==> src/power_clock_pkg.sv <==
package power_clock_pkg;
    // ------------------------------------------------------------
    // power-control word layout
    // ------------------------------------------------------------
    localparam int PC_W = 16;
    localparam int INPUT_BUFFER_OFF_BIT = 15;
    localparam int SLOW_CLOCK_SELECT_BIT = 14;
    localparam int NO_CLOCK_BIT = 13;
    localparam int EXT_INTERRUPT_ZERO_WAKE_ENABLE_BIT = 12;
    localparam int PERIPH_PD_LSB = 4;
    localparam int PERIPH_PD_W = 4;
    localparam logic [PC_W-1:0] PC_RESET = 16'h0000;
    // ------------------------------------------------------------
    // other control words
    // ------------------------------------------------------------
    localparam int SLEEP_WAIT_BIT = 15;
    localparam int SYNTH_ENABLE_BIT = 15;
    localparam int SYNTH_SELECT_BIT = 14;
    localparam int EXT_INTERRUPT_ZERO_STATUS_BIT = 4;
    localparam logic [4:0] COND_SYNTH_LOCK = 5'h1c;
    localparam logic [4:0] COND_COPROC_BUSY = 5'h1d;
    // ------------------------------------------------------------
    // timing
    // ------------------------------------------------------------
    localparam int PC_APPLY_CYCLES = 2;
    localparam int SWITCH_DEAD_CYCLES = 2;

    typedef enum logic [1:0] {
        PM_RUN,
        PM_SLEEP,
        PM_STOP
    } pm_state_type;
endpackage : power_clock_pkg

==> src/clock_select_if.sv <==
interface clock_select_if;
    logic want_slow;
    logic slow_gate;
    logic fast_gate;
    logic settled;

    modport ctrl (
        output want_slow,
        input slow_gate,
        input fast_gate,
        input settled
    );
    modport mux (
        input want_slow,
        output slow_gate,
        output fast_gate,
        output settled
    );
endinterface : clock_select_if

==> src/sleep_clock_power_manager.sv <==
// Behaviour
// - sleep-wait write stops clock; interrupts wake
// - synthesizer keeps running during standard sleep
// - power-control write applies after two cycles
// - input-buffer-off bit powers buffer down
// - synth enable write starts synth, lock polled
// - clearing slow select switches to fast clock
// - zero write restores peripherals, fast clock
// - no-clock bit halts all internal clocking
// - ext_interrupt_zero, ext_interrupt_one or reset pin wake stop
// - ext_interrupt_zero pin clears no-clock bit in hardware
// - lock is cond 11100, busy 11101
// - reset pin falling edge clears buffer-off
module sleep_clock_power_manager
    import power_clock_pkg::*;
#(
    parameter int APPLY_CYCLES = PC_APPLY_CYCLES,
    parameter int DEAD_CYCLES = SWITCH_DEAD_CYCLES
) (
    input wire logic clk_sys,
    input wire logic sys_rst,
    input wire logic reset_pin_n,
    input wire logic pc_wr,
    input wire logic [PC_W-1:0] pc_wdata,
    output logic [PC_W-1:0] pc_rdata,
    input wire logic sleep_wr,
    input wire logic [15:0] sleep_wdata,
    input wire logic synth_ctrl_wr,
    input wire logic [15:0] synth_ctrl_wdata,
    input wire logic ins_clear_wr,
    input wire logic [15:0] ins_clear_wdata,
    input wire logic irq_pending,
    input wire logic ext_interrupt_zero,
    input wire logic ext_interrupt_one,
    input wire logic synth_lock_pin,
    input wire logic coproc_busy,
    input wire logic [4:0] branch_condition_field,
    output logic branch_condition_true,
    output logic ext_interrupt_zero_status,
    output logic core_reset,
    output logic proc_clk_enable,
    output logic clk_slow_gate,
    output logic clk_fast_gate,
    output logic synth_run,
    output logic synth_select,
    output logic input_buffer_power,
    output logic [PERIPH_PD_W-1:0] periph_power_down,
    output logic [1:0] pm_state
);
    // ------------------------------------------------------------
    // pin synchronisers
    // ------------------------------------------------------------
    logic [1:0] ext_interrupt_zero_s_q, ext_interrupt_one_s_q, lock_s_q, rst_s_q;
    logic ext_interrupt_zero_prev_q, ext_interrupt_one_prev_q;
    logic ext_interrupt_zero_rise, ext_interrupt_one_rise;

    always_ff @(posedge clk_sys) begin
        ext_interrupt_zero_s_q <= {ext_interrupt_zero_s_q[0], ext_interrupt_zero};
        ext_interrupt_one_s_q <= {ext_interrupt_one_s_q[0], ext_interrupt_one};
        lock_s_q <= {lock_s_q[0], synth_lock_pin};
        rst_s_q <= {rst_s_q[0], !reset_pin_n};
        ext_interrupt_zero_prev_q <= ext_interrupt_zero_s_q[1];
        ext_interrupt_one_prev_q <= ext_interrupt_one_s_q[1];
    end

    assign ext_interrupt_zero_rise = ext_interrupt_zero_s_q[1] & !ext_interrupt_zero_prev_q;
    assign ext_interrupt_one_rise = ext_interrupt_one_s_q[1] & !ext_interrupt_one_prev_q;

    // ------------------------------------------------------------
    // delayed power-control write
    // ------------------------------------------------------------
    // the write lands late so software sees the documented two-nop lag
    logic [APPLY_CYCLES-1:0] pend_v_q, pend_v_d;
    logic [PC_W-1:0] pend_data_q [APPLY_CYCLES];
    logic [PC_W-1:0] pend_data_d [APPLY_CYCLES];
    logic [PC_W-1:0] pc_q, pc_d;

    always_comb begin
        pend_v_d = {pend_v_q[APPLY_CYCLES-2:0], pc_wr};
        pend_data_d[0] = pc_wdata;
        for (int i = 1; i < APPLY_CYCLES; i++) begin
            pend_data_d[i] = pend_data_q[i-1];
        end
    end

    always_ff @(posedge clk_sys) begin
        if (sys_rst) begin
            pend_v_q <= '0;
        end else begin
            pend_v_q <= pend_v_d;
        end
        pend_data_q <= pend_data_d;
    end

    // ------------------------------------------------------------
    // power-control register and wake logic
    // ------------------------------------------------------------
    pm_state_type state_q, state_d;
    logic ext_interrupt_zero_stat_q, ext_interrupt_zero_stat_d;
    logic wake_stop;

    assign wake_stop = (ext_interrupt_zero_rise & pc_q[EXT_INTERRUPT_ZERO_WAKE_ENABLE_BIT]) | ext_interrupt_one_rise;

    always_comb begin
        pc_d = pc_q;
        if (sys_rst) begin
            pc_d = PC_RESET;
        end else begin
            if (pend_v_q[APPLY_CYCLES-1]) begin
                pc_d = pend_data_q[APPLY_CYCLES-1];
            end
            if (state_q == PM_STOP && wake_stop) begin
                pc_d[NO_CLOCK_BIT] = 1'b0;
            end
        end
    end

    // reset pin clears the word without waiting for a clock edge
    always_ff @(posedge clk_sys or negedge reset_pin_n) begin
        if (!reset_pin_n) begin
            pc_q <= PC_RESET;
        end else begin
            pc_q <= pc_d;
        end
    end

    always_comb begin
        ext_interrupt_zero_stat_d = ext_interrupt_zero_stat_q;
        if (ins_clear_wr && ins_clear_wdata[EXT_INTERRUPT_ZERO_STATUS_BIT]) begin
            ext_interrupt_zero_stat_d = 1'b0;
        end
        if (ext_interrupt_zero_rise) begin
            ext_interrupt_zero_stat_d = 1'b1;
        end
    end

    always_comb begin
        state_d = state_q;
        case (state_q)
            PM_RUN: begin
                if (pc_d[NO_CLOCK_BIT]) begin
                    state_d = PM_STOP;
                end else if (sleep_wr && sleep_wdata[SLEEP_WAIT_BIT]) begin
                    state_d = PM_SLEEP;
                end
            end
            PM_SLEEP: begin
                if (irq_pending || ext_interrupt_zero_rise || ext_interrupt_one_rise) begin
                    state_d = PM_RUN;
                end
            end
            PM_STOP: begin
                if (!pc_d[NO_CLOCK_BIT]) begin
                    state_d = PM_RUN;
                end
            end
            default: begin
                state_d = PM_RUN;
            end
        endcase
    end

    always_ff @(posedge clk_sys) begin
        if (sys_rst) begin
            state_q <= PM_RUN;
            ext_interrupt_zero_stat_q <= 1'b0;
        end else begin
            state_q <= state_d;
            ext_interrupt_zero_stat_q <= ext_interrupt_zero_stat_d;
        end
    end

    // ------------------------------------------------------------
    // synthesizer control
    // ------------------------------------------------------------
    logic synth_en_q, synth_en_d;
    logic synth_sel_q, synth_sel_d;

    always_comb begin
        synth_en_d = synth_en_q;
        synth_sel_d = synth_sel_q;
        if (synth_ctrl_wr) begin
            synth_en_d = synth_ctrl_wdata[SYNTH_ENABLE_BIT];
            synth_sel_d = synth_ctrl_wdata[SYNTH_SELECT_BIT];
        end
    end

    always_ff @(posedge clk_sys) begin
        if (sys_rst) begin
            synth_en_q <= 1'b0;
            synth_sel_q <= 1'b0;
        end else begin
            synth_en_q <= synth_en_d;
            synth_sel_q <= synth_sel_d;
        end
    end

    // ------------------------------------------------------------
    // clock source select
    // ------------------------------------------------------------
    clock_select_if sel_if ();

    assign sel_if.want_slow = pc_q[SLOW_CLOCK_SELECT_BIT];

    glitchless_clock_select #(
        .DEAD_CYCLES(DEAD_CYCLES)
    ) u_clock_select (
        .clk_sys(clk_sys),
        .sys_rst(sys_rst),
        .sel(sel_if.mux)
    );

    // ------------------------------------------------------------
    // registered outputs
    // ------------------------------------------------------------
    logic cond_d, clk_en_d, synth_run_d;

    always_comb begin
        case (branch_condition_field)
            COND_SYNTH_LOCK: cond_d = lock_s_q[1];
            COND_COPROC_BUSY: cond_d = coproc_busy;
            default: cond_d = 1'b0;
        endcase
        clk_en_d = (state_d == PM_RUN) && sel_if.settled && !pc_d[NO_CLOCK_BIT];
        // sleep alone leaves the synthesizer running
        synth_run_d = synth_en_q && !pc_q[INPUT_BUFFER_OFF_BIT]
            && !pc_q[NO_CLOCK_BIT];
    end

    always_ff @(posedge clk_sys) begin
        if (sys_rst) begin
            branch_condition_true <= 1'b0;
            proc_clk_enable <= 1'b0;
            synth_run <= 1'b0;
            synth_select <= 1'b0;
            input_buffer_power <= 1'b1;
            periph_power_down <= '0;
            clk_slow_gate <= 1'b0;
            clk_fast_gate <= 1'b0;
        end else begin
            branch_condition_true <= cond_d;
            proc_clk_enable <= clk_en_d;
            synth_run <= synth_run_d;
            synth_select <= synth_sel_q && synth_run_d;
            input_buffer_power <= !pc_q[INPUT_BUFFER_OFF_BIT];
            periph_power_down <= pc_q[PERIPH_PD_LSB +: PERIPH_PD_W];
            clk_slow_gate <= sel_if.slow_gate && !pc_q[NO_CLOCK_BIT];
            clk_fast_gate <= sel_if.fast_gate && !pc_q[NO_CLOCK_BIT];
        end
    end

    always_ff @(posedge clk_sys) begin
        pc_rdata <= pc_q;
        ext_interrupt_zero_status <= ext_interrupt_zero_stat_q;
        core_reset <= rst_s_q[1] | sys_rst;
        pm_state <= state_q;
    end
endmodule : sleep_clock_power_manager

==> src/glitchless_clock_select.sv <==
module glitchless_clock_select
    import power_clock_pkg::*;
#(
    parameter int DEAD_CYCLES = SWITCH_DEAD_CYCLES
) (
    input wire logic clk_sys,
    input wire logic sys_rst,
    clock_select_if.mux sel
);
    // ------------------------------------------------------------
    // break-before-make: both gates low for a dead time, so
    // no runt pulse reaches the processor clock
    // ------------------------------------------------------------
    logic cur_slow_q, cur_slow_d;
    logic slow_q, slow_d;
    logic fast_q, fast_d;
    logic [3:0] dead_q, dead_d;

    always_comb begin
        cur_slow_d = cur_slow_q;
        slow_d = slow_q;
        fast_d = fast_q;
        dead_d = dead_q;
        if (sel.want_slow != cur_slow_q) begin
            slow_d = 1'b0;
            fast_d = 1'b0;
            cur_slow_d = sel.want_slow;
            dead_d = 4'(DEAD_CYCLES);
        end else if (dead_q != 4'h0) begin
            dead_d = dead_q - 4'h1;
        end else begin
            slow_d = cur_slow_q;
            fast_d = !cur_slow_q;
        end
    end

    always_ff @(posedge clk_sys) begin
        if (sys_rst) begin
            cur_slow_q <= 1'b0;
            slow_q <= 1'b0;
            fast_q <= 1'b1;
            dead_q <= 4'h0;
        end else begin
            cur_slow_q <= cur_slow_d;
            slow_q <= slow_d;
            fast_q <= fast_d;
            dead_q <= dead_d;
        end
    end

    assign sel.slow_gate = slow_q;
    assign sel.fast_gate = fast_q;
    assign sel.settled = slow_q | fast_q;
endmodule : glitchless_clock_select

==> config.mk <==
export PLATFORM = sky130hd
export DESIGN_NAME = sleep_clock_power_manager
export DESIGN_NICKNAME = d
export VERILOG_FILES = /design/src/power_clock_pkg.sv /design/src/clock_select_if.sv /design/src/sleep_clock_power_manager.sv /design/src/glitchless_clock_select.sv
export SDC_FILE = /design/constraint.sdc
export NUM_CORES = 1
export LEC_CHECK = 0
export BUFFER_PORTS_ARGS = -buffer_cell sky130_fd_sc_hd__buf_2
export CAP_MARGIN = 0
export CORE_MARGIN = 5
export CORE_UTILIZATION = 49
export CTS_BUF_LIST = sky130_fd_sc_hd__clkbuf_8
export DETAILED_ROUTE_END_ITERATION = 10
export PLACE_DENSITY = 0.85
export SLEW_MARGIN = 20
export SYNTH_ARGS = -nofsm -noshare
export SYNTH_HDL_FRONTEND = slang
export SYNTH_HIERARCHICAL = 1
export SYNTH_SLANG_ARGS = --single-unit
==> constraint.sdc <==
create_clock -name clk_sys -period 1.8 [get_ports clk_sys]
set_input_delay 0.09 -clock clk_sys [delete_from_list [all_inputs] [get_ports clk_sys]]
set_output_delay 0.09 -clock clk_sys [all_outputs]
set_load 0.02 [all_outputs]
==> metrics.txt <==
# TYPE chip_impl_metric gauge
chip_impl_info{name="netlist_top_cells_count",value="sky130_fd_sc_hd__dfxtp_1, sky130_fd_sc_hd__nor2_1, sky130_fd_sc_hd__mux2i_1"} 1
chip_impl_metric{name="count_of_flip_flops_with_a_built_in_enable_after_synthesis",unit=""} 0
chip_impl_metric{name="vias_per_cell",unit=""} 4.54
chip_impl_metric{name="chipWidth",unit="um"} 85.7
chip_impl_metric{name="p_sw",unit="mW"} 0.862
chip_impl_metric{name="finalHoldViolations",unit=""} 0
chip_impl_metric{name="grt_start_max_net_pins",unit=""} 29
chip_impl_metric{name="cell_internal_power",unit="mW"} 3.22
chip_impl_metric{name="min_period",unit="ns"} 1.45
chip_impl_info{name="timing_worst_setup_path_type",value="flop to flop"} 1
chip_impl_metric{name="timing.max_cap.violations",unit=""} 0
chip_impl_metric{name="power_leakage",unit="nW"} 1.70
chip_impl_metric{name="io_pins",unit=""} 112
chip_impl_metric{name="clock-sinks",unit=""} 103
chip_impl_metric{name="number_of_global_route_vias_before_repair",unit=""} 1728
chip_impl_metric{name="die_area",unit="mm^2"} 0.00735
chip_impl_metric{name="finish.net_count",unit=""} 385
chip_impl_metric{name="switching_share",unit=""} 0.211
chip_impl_info{name="crit_chain",value="inv_1 -> ha_1 -> o21a_1 -> a211o_1"} 1
chip_impl_metric{name="timing.hold.ws",unit="ns"} 0.0277
chip_impl_info{name="r2r_end",value="u_clock_select/sel.fast_gate$_SDFFE_PP1P_"} 1
chip_impl_metric{name="min_period_over_period",unit=""} 0.806
chip_impl_info{name="synth_top_family_by_area",value="simple AND/OR/NAND/NOR gates"} 1
chip_impl_metric{name="fin_clk_skew",unit="ns"} 0.00704
chip_impl_metric{name="ys_seq_elements",unit=""} 103
chip_impl_info{name="synth_area_leaders",value="sky130_fd_sc_hd__dfxtp_1, sky130_fd_sc_hd__dfrtp_1, sky130_fd_sc_hd__mux2i_1"} 1
chip_impl_metric{name="grt_first_pass_wirelength",unit="um"} 7970
chip_impl_info{name="crit_path_end_kind",value="flop"} 1
chip_impl_metric{name="synth-adder-area-share",unit=""} 0.00445
chip_impl_info{name="synth.largest_area_cell",value="sky130_fd_sc_hd__dfxtp_1"} 1
chip_impl_metric{name="layout.cell_area.non_filler",unit="mm^2"} 0.00368
chip_impl_metric{name="dr.pass1.iters",unit=""} 4
chip_impl_metric{name="antenna_cells",unit=""} 0
chip_impl_metric{name="remaining_drc_errors",unit=""} 0
chip_impl_metric{name="count_of_synthesis_stage_warnings_from_yosys",unit=""} 6
chip_impl_info{name="cpLargestDelayFamily",value="compound AO/OA/AOI/OAI gates"} 1
chip_impl_metric{name="clkLatencyLatePin",unit="ns"} 0.35
chip_impl_metric{name="detail_route.wirelength",unit="um"} 4880
chip_impl_metric{name="cts_buffers",unit=""} 9
chip_impl_info{name="worstHoldEndpoint",value="synth_en_q$_SDFFE_PP0P_"} 1
chip_impl_metric{name="crit_cells",unit=""} 4
chip_impl_metric{name="number_of_cells_on_the_worst_hold_path",unit=""} 3
chip_impl_metric{name="timing_max_transition_violations_final",unit=""} 0
chip_impl_info{name="cts_root_buf",value="sky130_fd_sc_hd__clkbuf_8"} 1
chip_impl_metric{name="initialDrtViolationCount",unit=""} 66
chip_impl_metric{name="cp.arrival",unit="ns"} 1.69
chip_impl_metric{name="timing.final.setup_violations",unit=""} 0
chip_impl_metric{name="postSynth.asyncResetShare",unit=""} 0.155
chip_impl_metric{name="rows",unit=""} 27
chip_impl_metric{name="critPathBufInv",unit=""} 1
chip_impl_metric{name="muxShareOfSynthArea",unit=""} 0.0784
chip_impl_metric{name="timing.critical_path.fanout_max",unit=""} 8
chip_impl_metric{name="compound_gate_portion_of_the_synthesized_area",unit=""} 0.0187
chip_impl_metric{name="globalRouteOverflowTotal",unit=""} 0
chip_impl_metric{name="routabilityCongestion",unit=""} 0.741
chip_impl_metric{name="hpwl",unit="um"} 3160
chip_impl_metric{name="clkSlewWorstSetupHoldPaths",unit="ns"} 0.09
chip_impl_info{name="cts_tree",value="done"} 1
chip_impl_metric{name="worst_max_slew_pin_slew",unit="ns"} 0.487
chip_impl_info{name="run_status",value="finished, final reports clean"} 1
chip_impl_metric{name="required_time_reported_for_the_critical_path_endpoint",unit="ns"} 2.04
chip_impl_info{name="crit_path_top_delay_cell",value="sky130_fd_sc_hd__ha_1"} 1
chip_impl_metric{name="ctsLongestPathBuffers",unit=""} 2
chip_impl_metric{name="fmaxAchievable",unit="MHz"} 690
chip_impl_metric{name="totalNegativeSetupSlack",unit="ns"} 0
chip_impl_info{name="unrepaired_setup_endpoints_after_global_routing",value="no"} 1
chip_impl_metric{name="synth_top_cell_area_share",unit=""} 0.620
chip_impl_metric{name="mappedNetlistNets",unit=""} 285
chip_impl_metric{name="detail_route.wl_per_cell",unit="um"} 12.9
chip_impl_metric{name="initial_core_util",unit=""} 0.507
chip_impl_info{name="hold_path_startpoint",value="synth_ctrl_wr"} 1
chip_impl_metric{name="route.vias.total",unit=""} 1727
chip_impl_info{name="timing.rr.start",value="pc_q[14]$_DFFE_PN0P_"} 1
chip_impl_metric{name="grt_antenna_before_repair",unit=""} 0
chip_impl_info{name="postSynth.topFlopCell",value="sky130_fd_sc_hd__dfxtp_1"} 1
chip_impl_metric{name="syn-instance-count",unit=""} 203
chip_impl_metric{name="share_clk_of_total_power",unit=""} 0.350
chip_impl_metric{name="grtUsageTotal",unit=""} 0.143
chip_impl_metric{name="post_synth.cell_area_avg",unit="um^2"} 13.8
chip_impl_info{name="synthMostInstantiatedCell",value="sky130_fd_sc_hd__dfxtp_1"} 1
chip_impl_metric{name="post_cts_resized",unit=""} 0
chip_impl_metric{name="ys_types",unit=""} 31
chip_impl_metric{name="synth_area_in_simple_gates",unit=""} 0.120
chip_impl_metric{name="delay_of_the_slowest_cell_on_the_worst_path",unit="ns"} 0.41
chip_impl_metric{name="layout-drive-gt1-share",unit=""} 0.292
chip_impl_info{name="holdCritPathClass",value="primary input to flop"} 1
chip_impl_metric{name="combPwrFrac",unit=""} 0.058
chip_impl_metric{name="die-height",unit="um"} 85.7
chip_impl_metric{name="power",unit="mW"} 4.08
chip_impl_metric{name="final_core_utilization",unit=""} 0.664
chip_impl_metric{name="numPortBuffers",unit=""} 67
chip_impl_metric{name="placement_cell_area",unit="mm^2"} 0.00322
chip_impl_metric{name="power_per_cell_area",unit="mW/mm^2"} 1110
chip_impl_metric{name="synth_sequential_area_ratio",unit=""} 0.762
chip_impl_metric{name="worst_r2r_path_cells",unit=""} 4
chip_impl_metric{name="r2r_setup_slack",unit="ns"} 0.35
chip_impl_metric{name="core_area",unit="mm^2"} 0.00554
chip_impl_metric{name="syn2layout_area_growth",unit="%"} 31.0
chip_impl_info{name="crit_path_start_kind",value="flop"} 1
chip_impl_metric{name="synthesis.area",unit="mm^2"} 0.00281
chip_impl_metric{name="synth-xor-area-share",unit=""} 0
chip_impl_metric{name="htree_num_levels",unit=""} 3
chip_impl_metric{name="sequential_power_share",unit=""} 0.592
chip_impl_metric{name="antenna_left",unit=""} 0
chip_impl_metric{name="vdd_ir_drop_max",unit="uV"} 833
chip_impl_metric{name="worst_slew_margin_rel",unit=""} 0.676
## final cells by class
| cell class | instances | area, um^2 |
|---|---|---|
| fill | 434 | 1860 |
| sequential | 103 | 2140 |
| multi-input combinational | 91 | 623 |
| clock inverter | 5 | 55.1 |
| timing repair buffer | 95 | 608 |
| clock buffer | 11 | 151 |
| tap | 72 | 90.1 |
| inverter | 3 | 11.3 |
## worst reg2reg max path: cells and delay by family (launching register included)
kind / cells / cell delay, ns
compound gates: 2 / 0.48
fa+ha+maj: 1 / 0.41
buf+inv: 1 / 0.06
flops: 1 / 0.40
## power by group through the flow
stage                     sequential [mW]  combinational [mW]  clock, mW
after CTS                            2.42               0.237       1.47
after floorplan                      2.49              0.0759          0
after global routing                 2.43               0.258       1.58
final                                2.42               0.235       1.43
after detailed placement             2.47               0.196          0
after global placement               2.46               0.191          0
## registers in the layout, indices dropped and copies added (netlist names), 2 cells and up
name and flops:
pend_data_d 16, lock_s_q 2, pc_rdata 16, pm_state 2
pend_v_q 2, u_clock_select/dead_q 4, ext_interrupt_zero_s_q 2, pc_q 16
periph_power_down 4, state_q 2, ext_interrupt_one_s_q 2, rst_s_q 2
pend_data_q 16
## logic make-up after synthesis
group | count (synthesis)
AOI/OAI and AO/OA | 9
adders and majority gates | 1
buffers and inverters | 9
DFF | 103
muxes | 22
and+or+nand+nor | 59
## layer usage
metal | wire length, um | up-vias | GRT usage | share of wire
met4 | 54 | 0 | 0.0432 | 0.011
met3 | 346 | 9 | 0.0663 | 0.071
met1 | 1980 | 798 | 0.156 | 0.40
met2 | 2510 | 54 | 0.246 | 0.51
li1 | - | 866 | - | -
met5 | 0 | - | 0 | 0
## stage by stage
stage | worst slack [ns] | cells
final | 0.350 | 380
after global routing | 0.302 | 380
after CTS | 0.340 | 380
after detailed placement | 0.368 | 339
after global placement | 0.379 | 339
after floorplan | 0.408 | 203
## how the worst max path moves through the flow
stage               slack [ns]                                   endpoint                 start
global placement          0.38  u_clock_select/sel.fast_gate$_SDFFE_PP1P_  pc_q[14]$_DFFE_PN0P_
CTS                       0.34  u_clock_select/sel.fast_gate$_SDFFE_PP1P_  pc_q[14]$_DFFE_PN0P_
global route              0.30  u_clock_select/sel.fast_gate$_SDFFE_PP1P_  pc_q[14]$_DFFE_PN0P_
finish                    0.35  u_clock_select/sel.fast_gate$_SDFFE_PP1P_  pc_q[14]$_DFFE_PN0P_
floorplan                 0.41  u_clock_select/sel.fast_gate$_SDFFE_PP1P_  pc_q[14]$_DFFE_PN0P_
detailed placement        0.37  u_clock_select/sel.fast_gate$_SDFFE_PP1P_  pc_q[14]$_DFFE_PN0P_
## timing repair
item                                   4_1_cts  5_1_grt
setup buffers                                0        0
hold buffers                                25        0
endpoints found under the hold margin       39        0
## layout by cell type (no fill, tap or decap), types with 3 or more instances in the layout
cell type	Yosys	routed
sky130_fd_sc_hd__a21oi_1	4	4
sky130_fd_sc_hd__buf_2	0	67
sky130_fd_sc_hd__buf_4	1	3
sky130_fd_sc_hd__clkbuf_8	0	11
sky130_fd_sc_hd__dfrtp_1	16	16
sky130_fd_sc_hd__dfxtp_1	87	87
sky130_fd_sc_hd__dlygate4sd3_1	0	25
sky130_fd_sc_hd__inv_1	3	4
sky130_fd_sc_hd__mux2i_1	22	22
sky130_fd_sc_hd__nand2_1	3	3
sky130_fd_sc_hd__nor2_1	26	26
sky130_fd_sc_hd__nor2b_1	8	8
sky130_fd_sc_hd__nor3_1	5	5
Power figures use the tool's default switching activity.
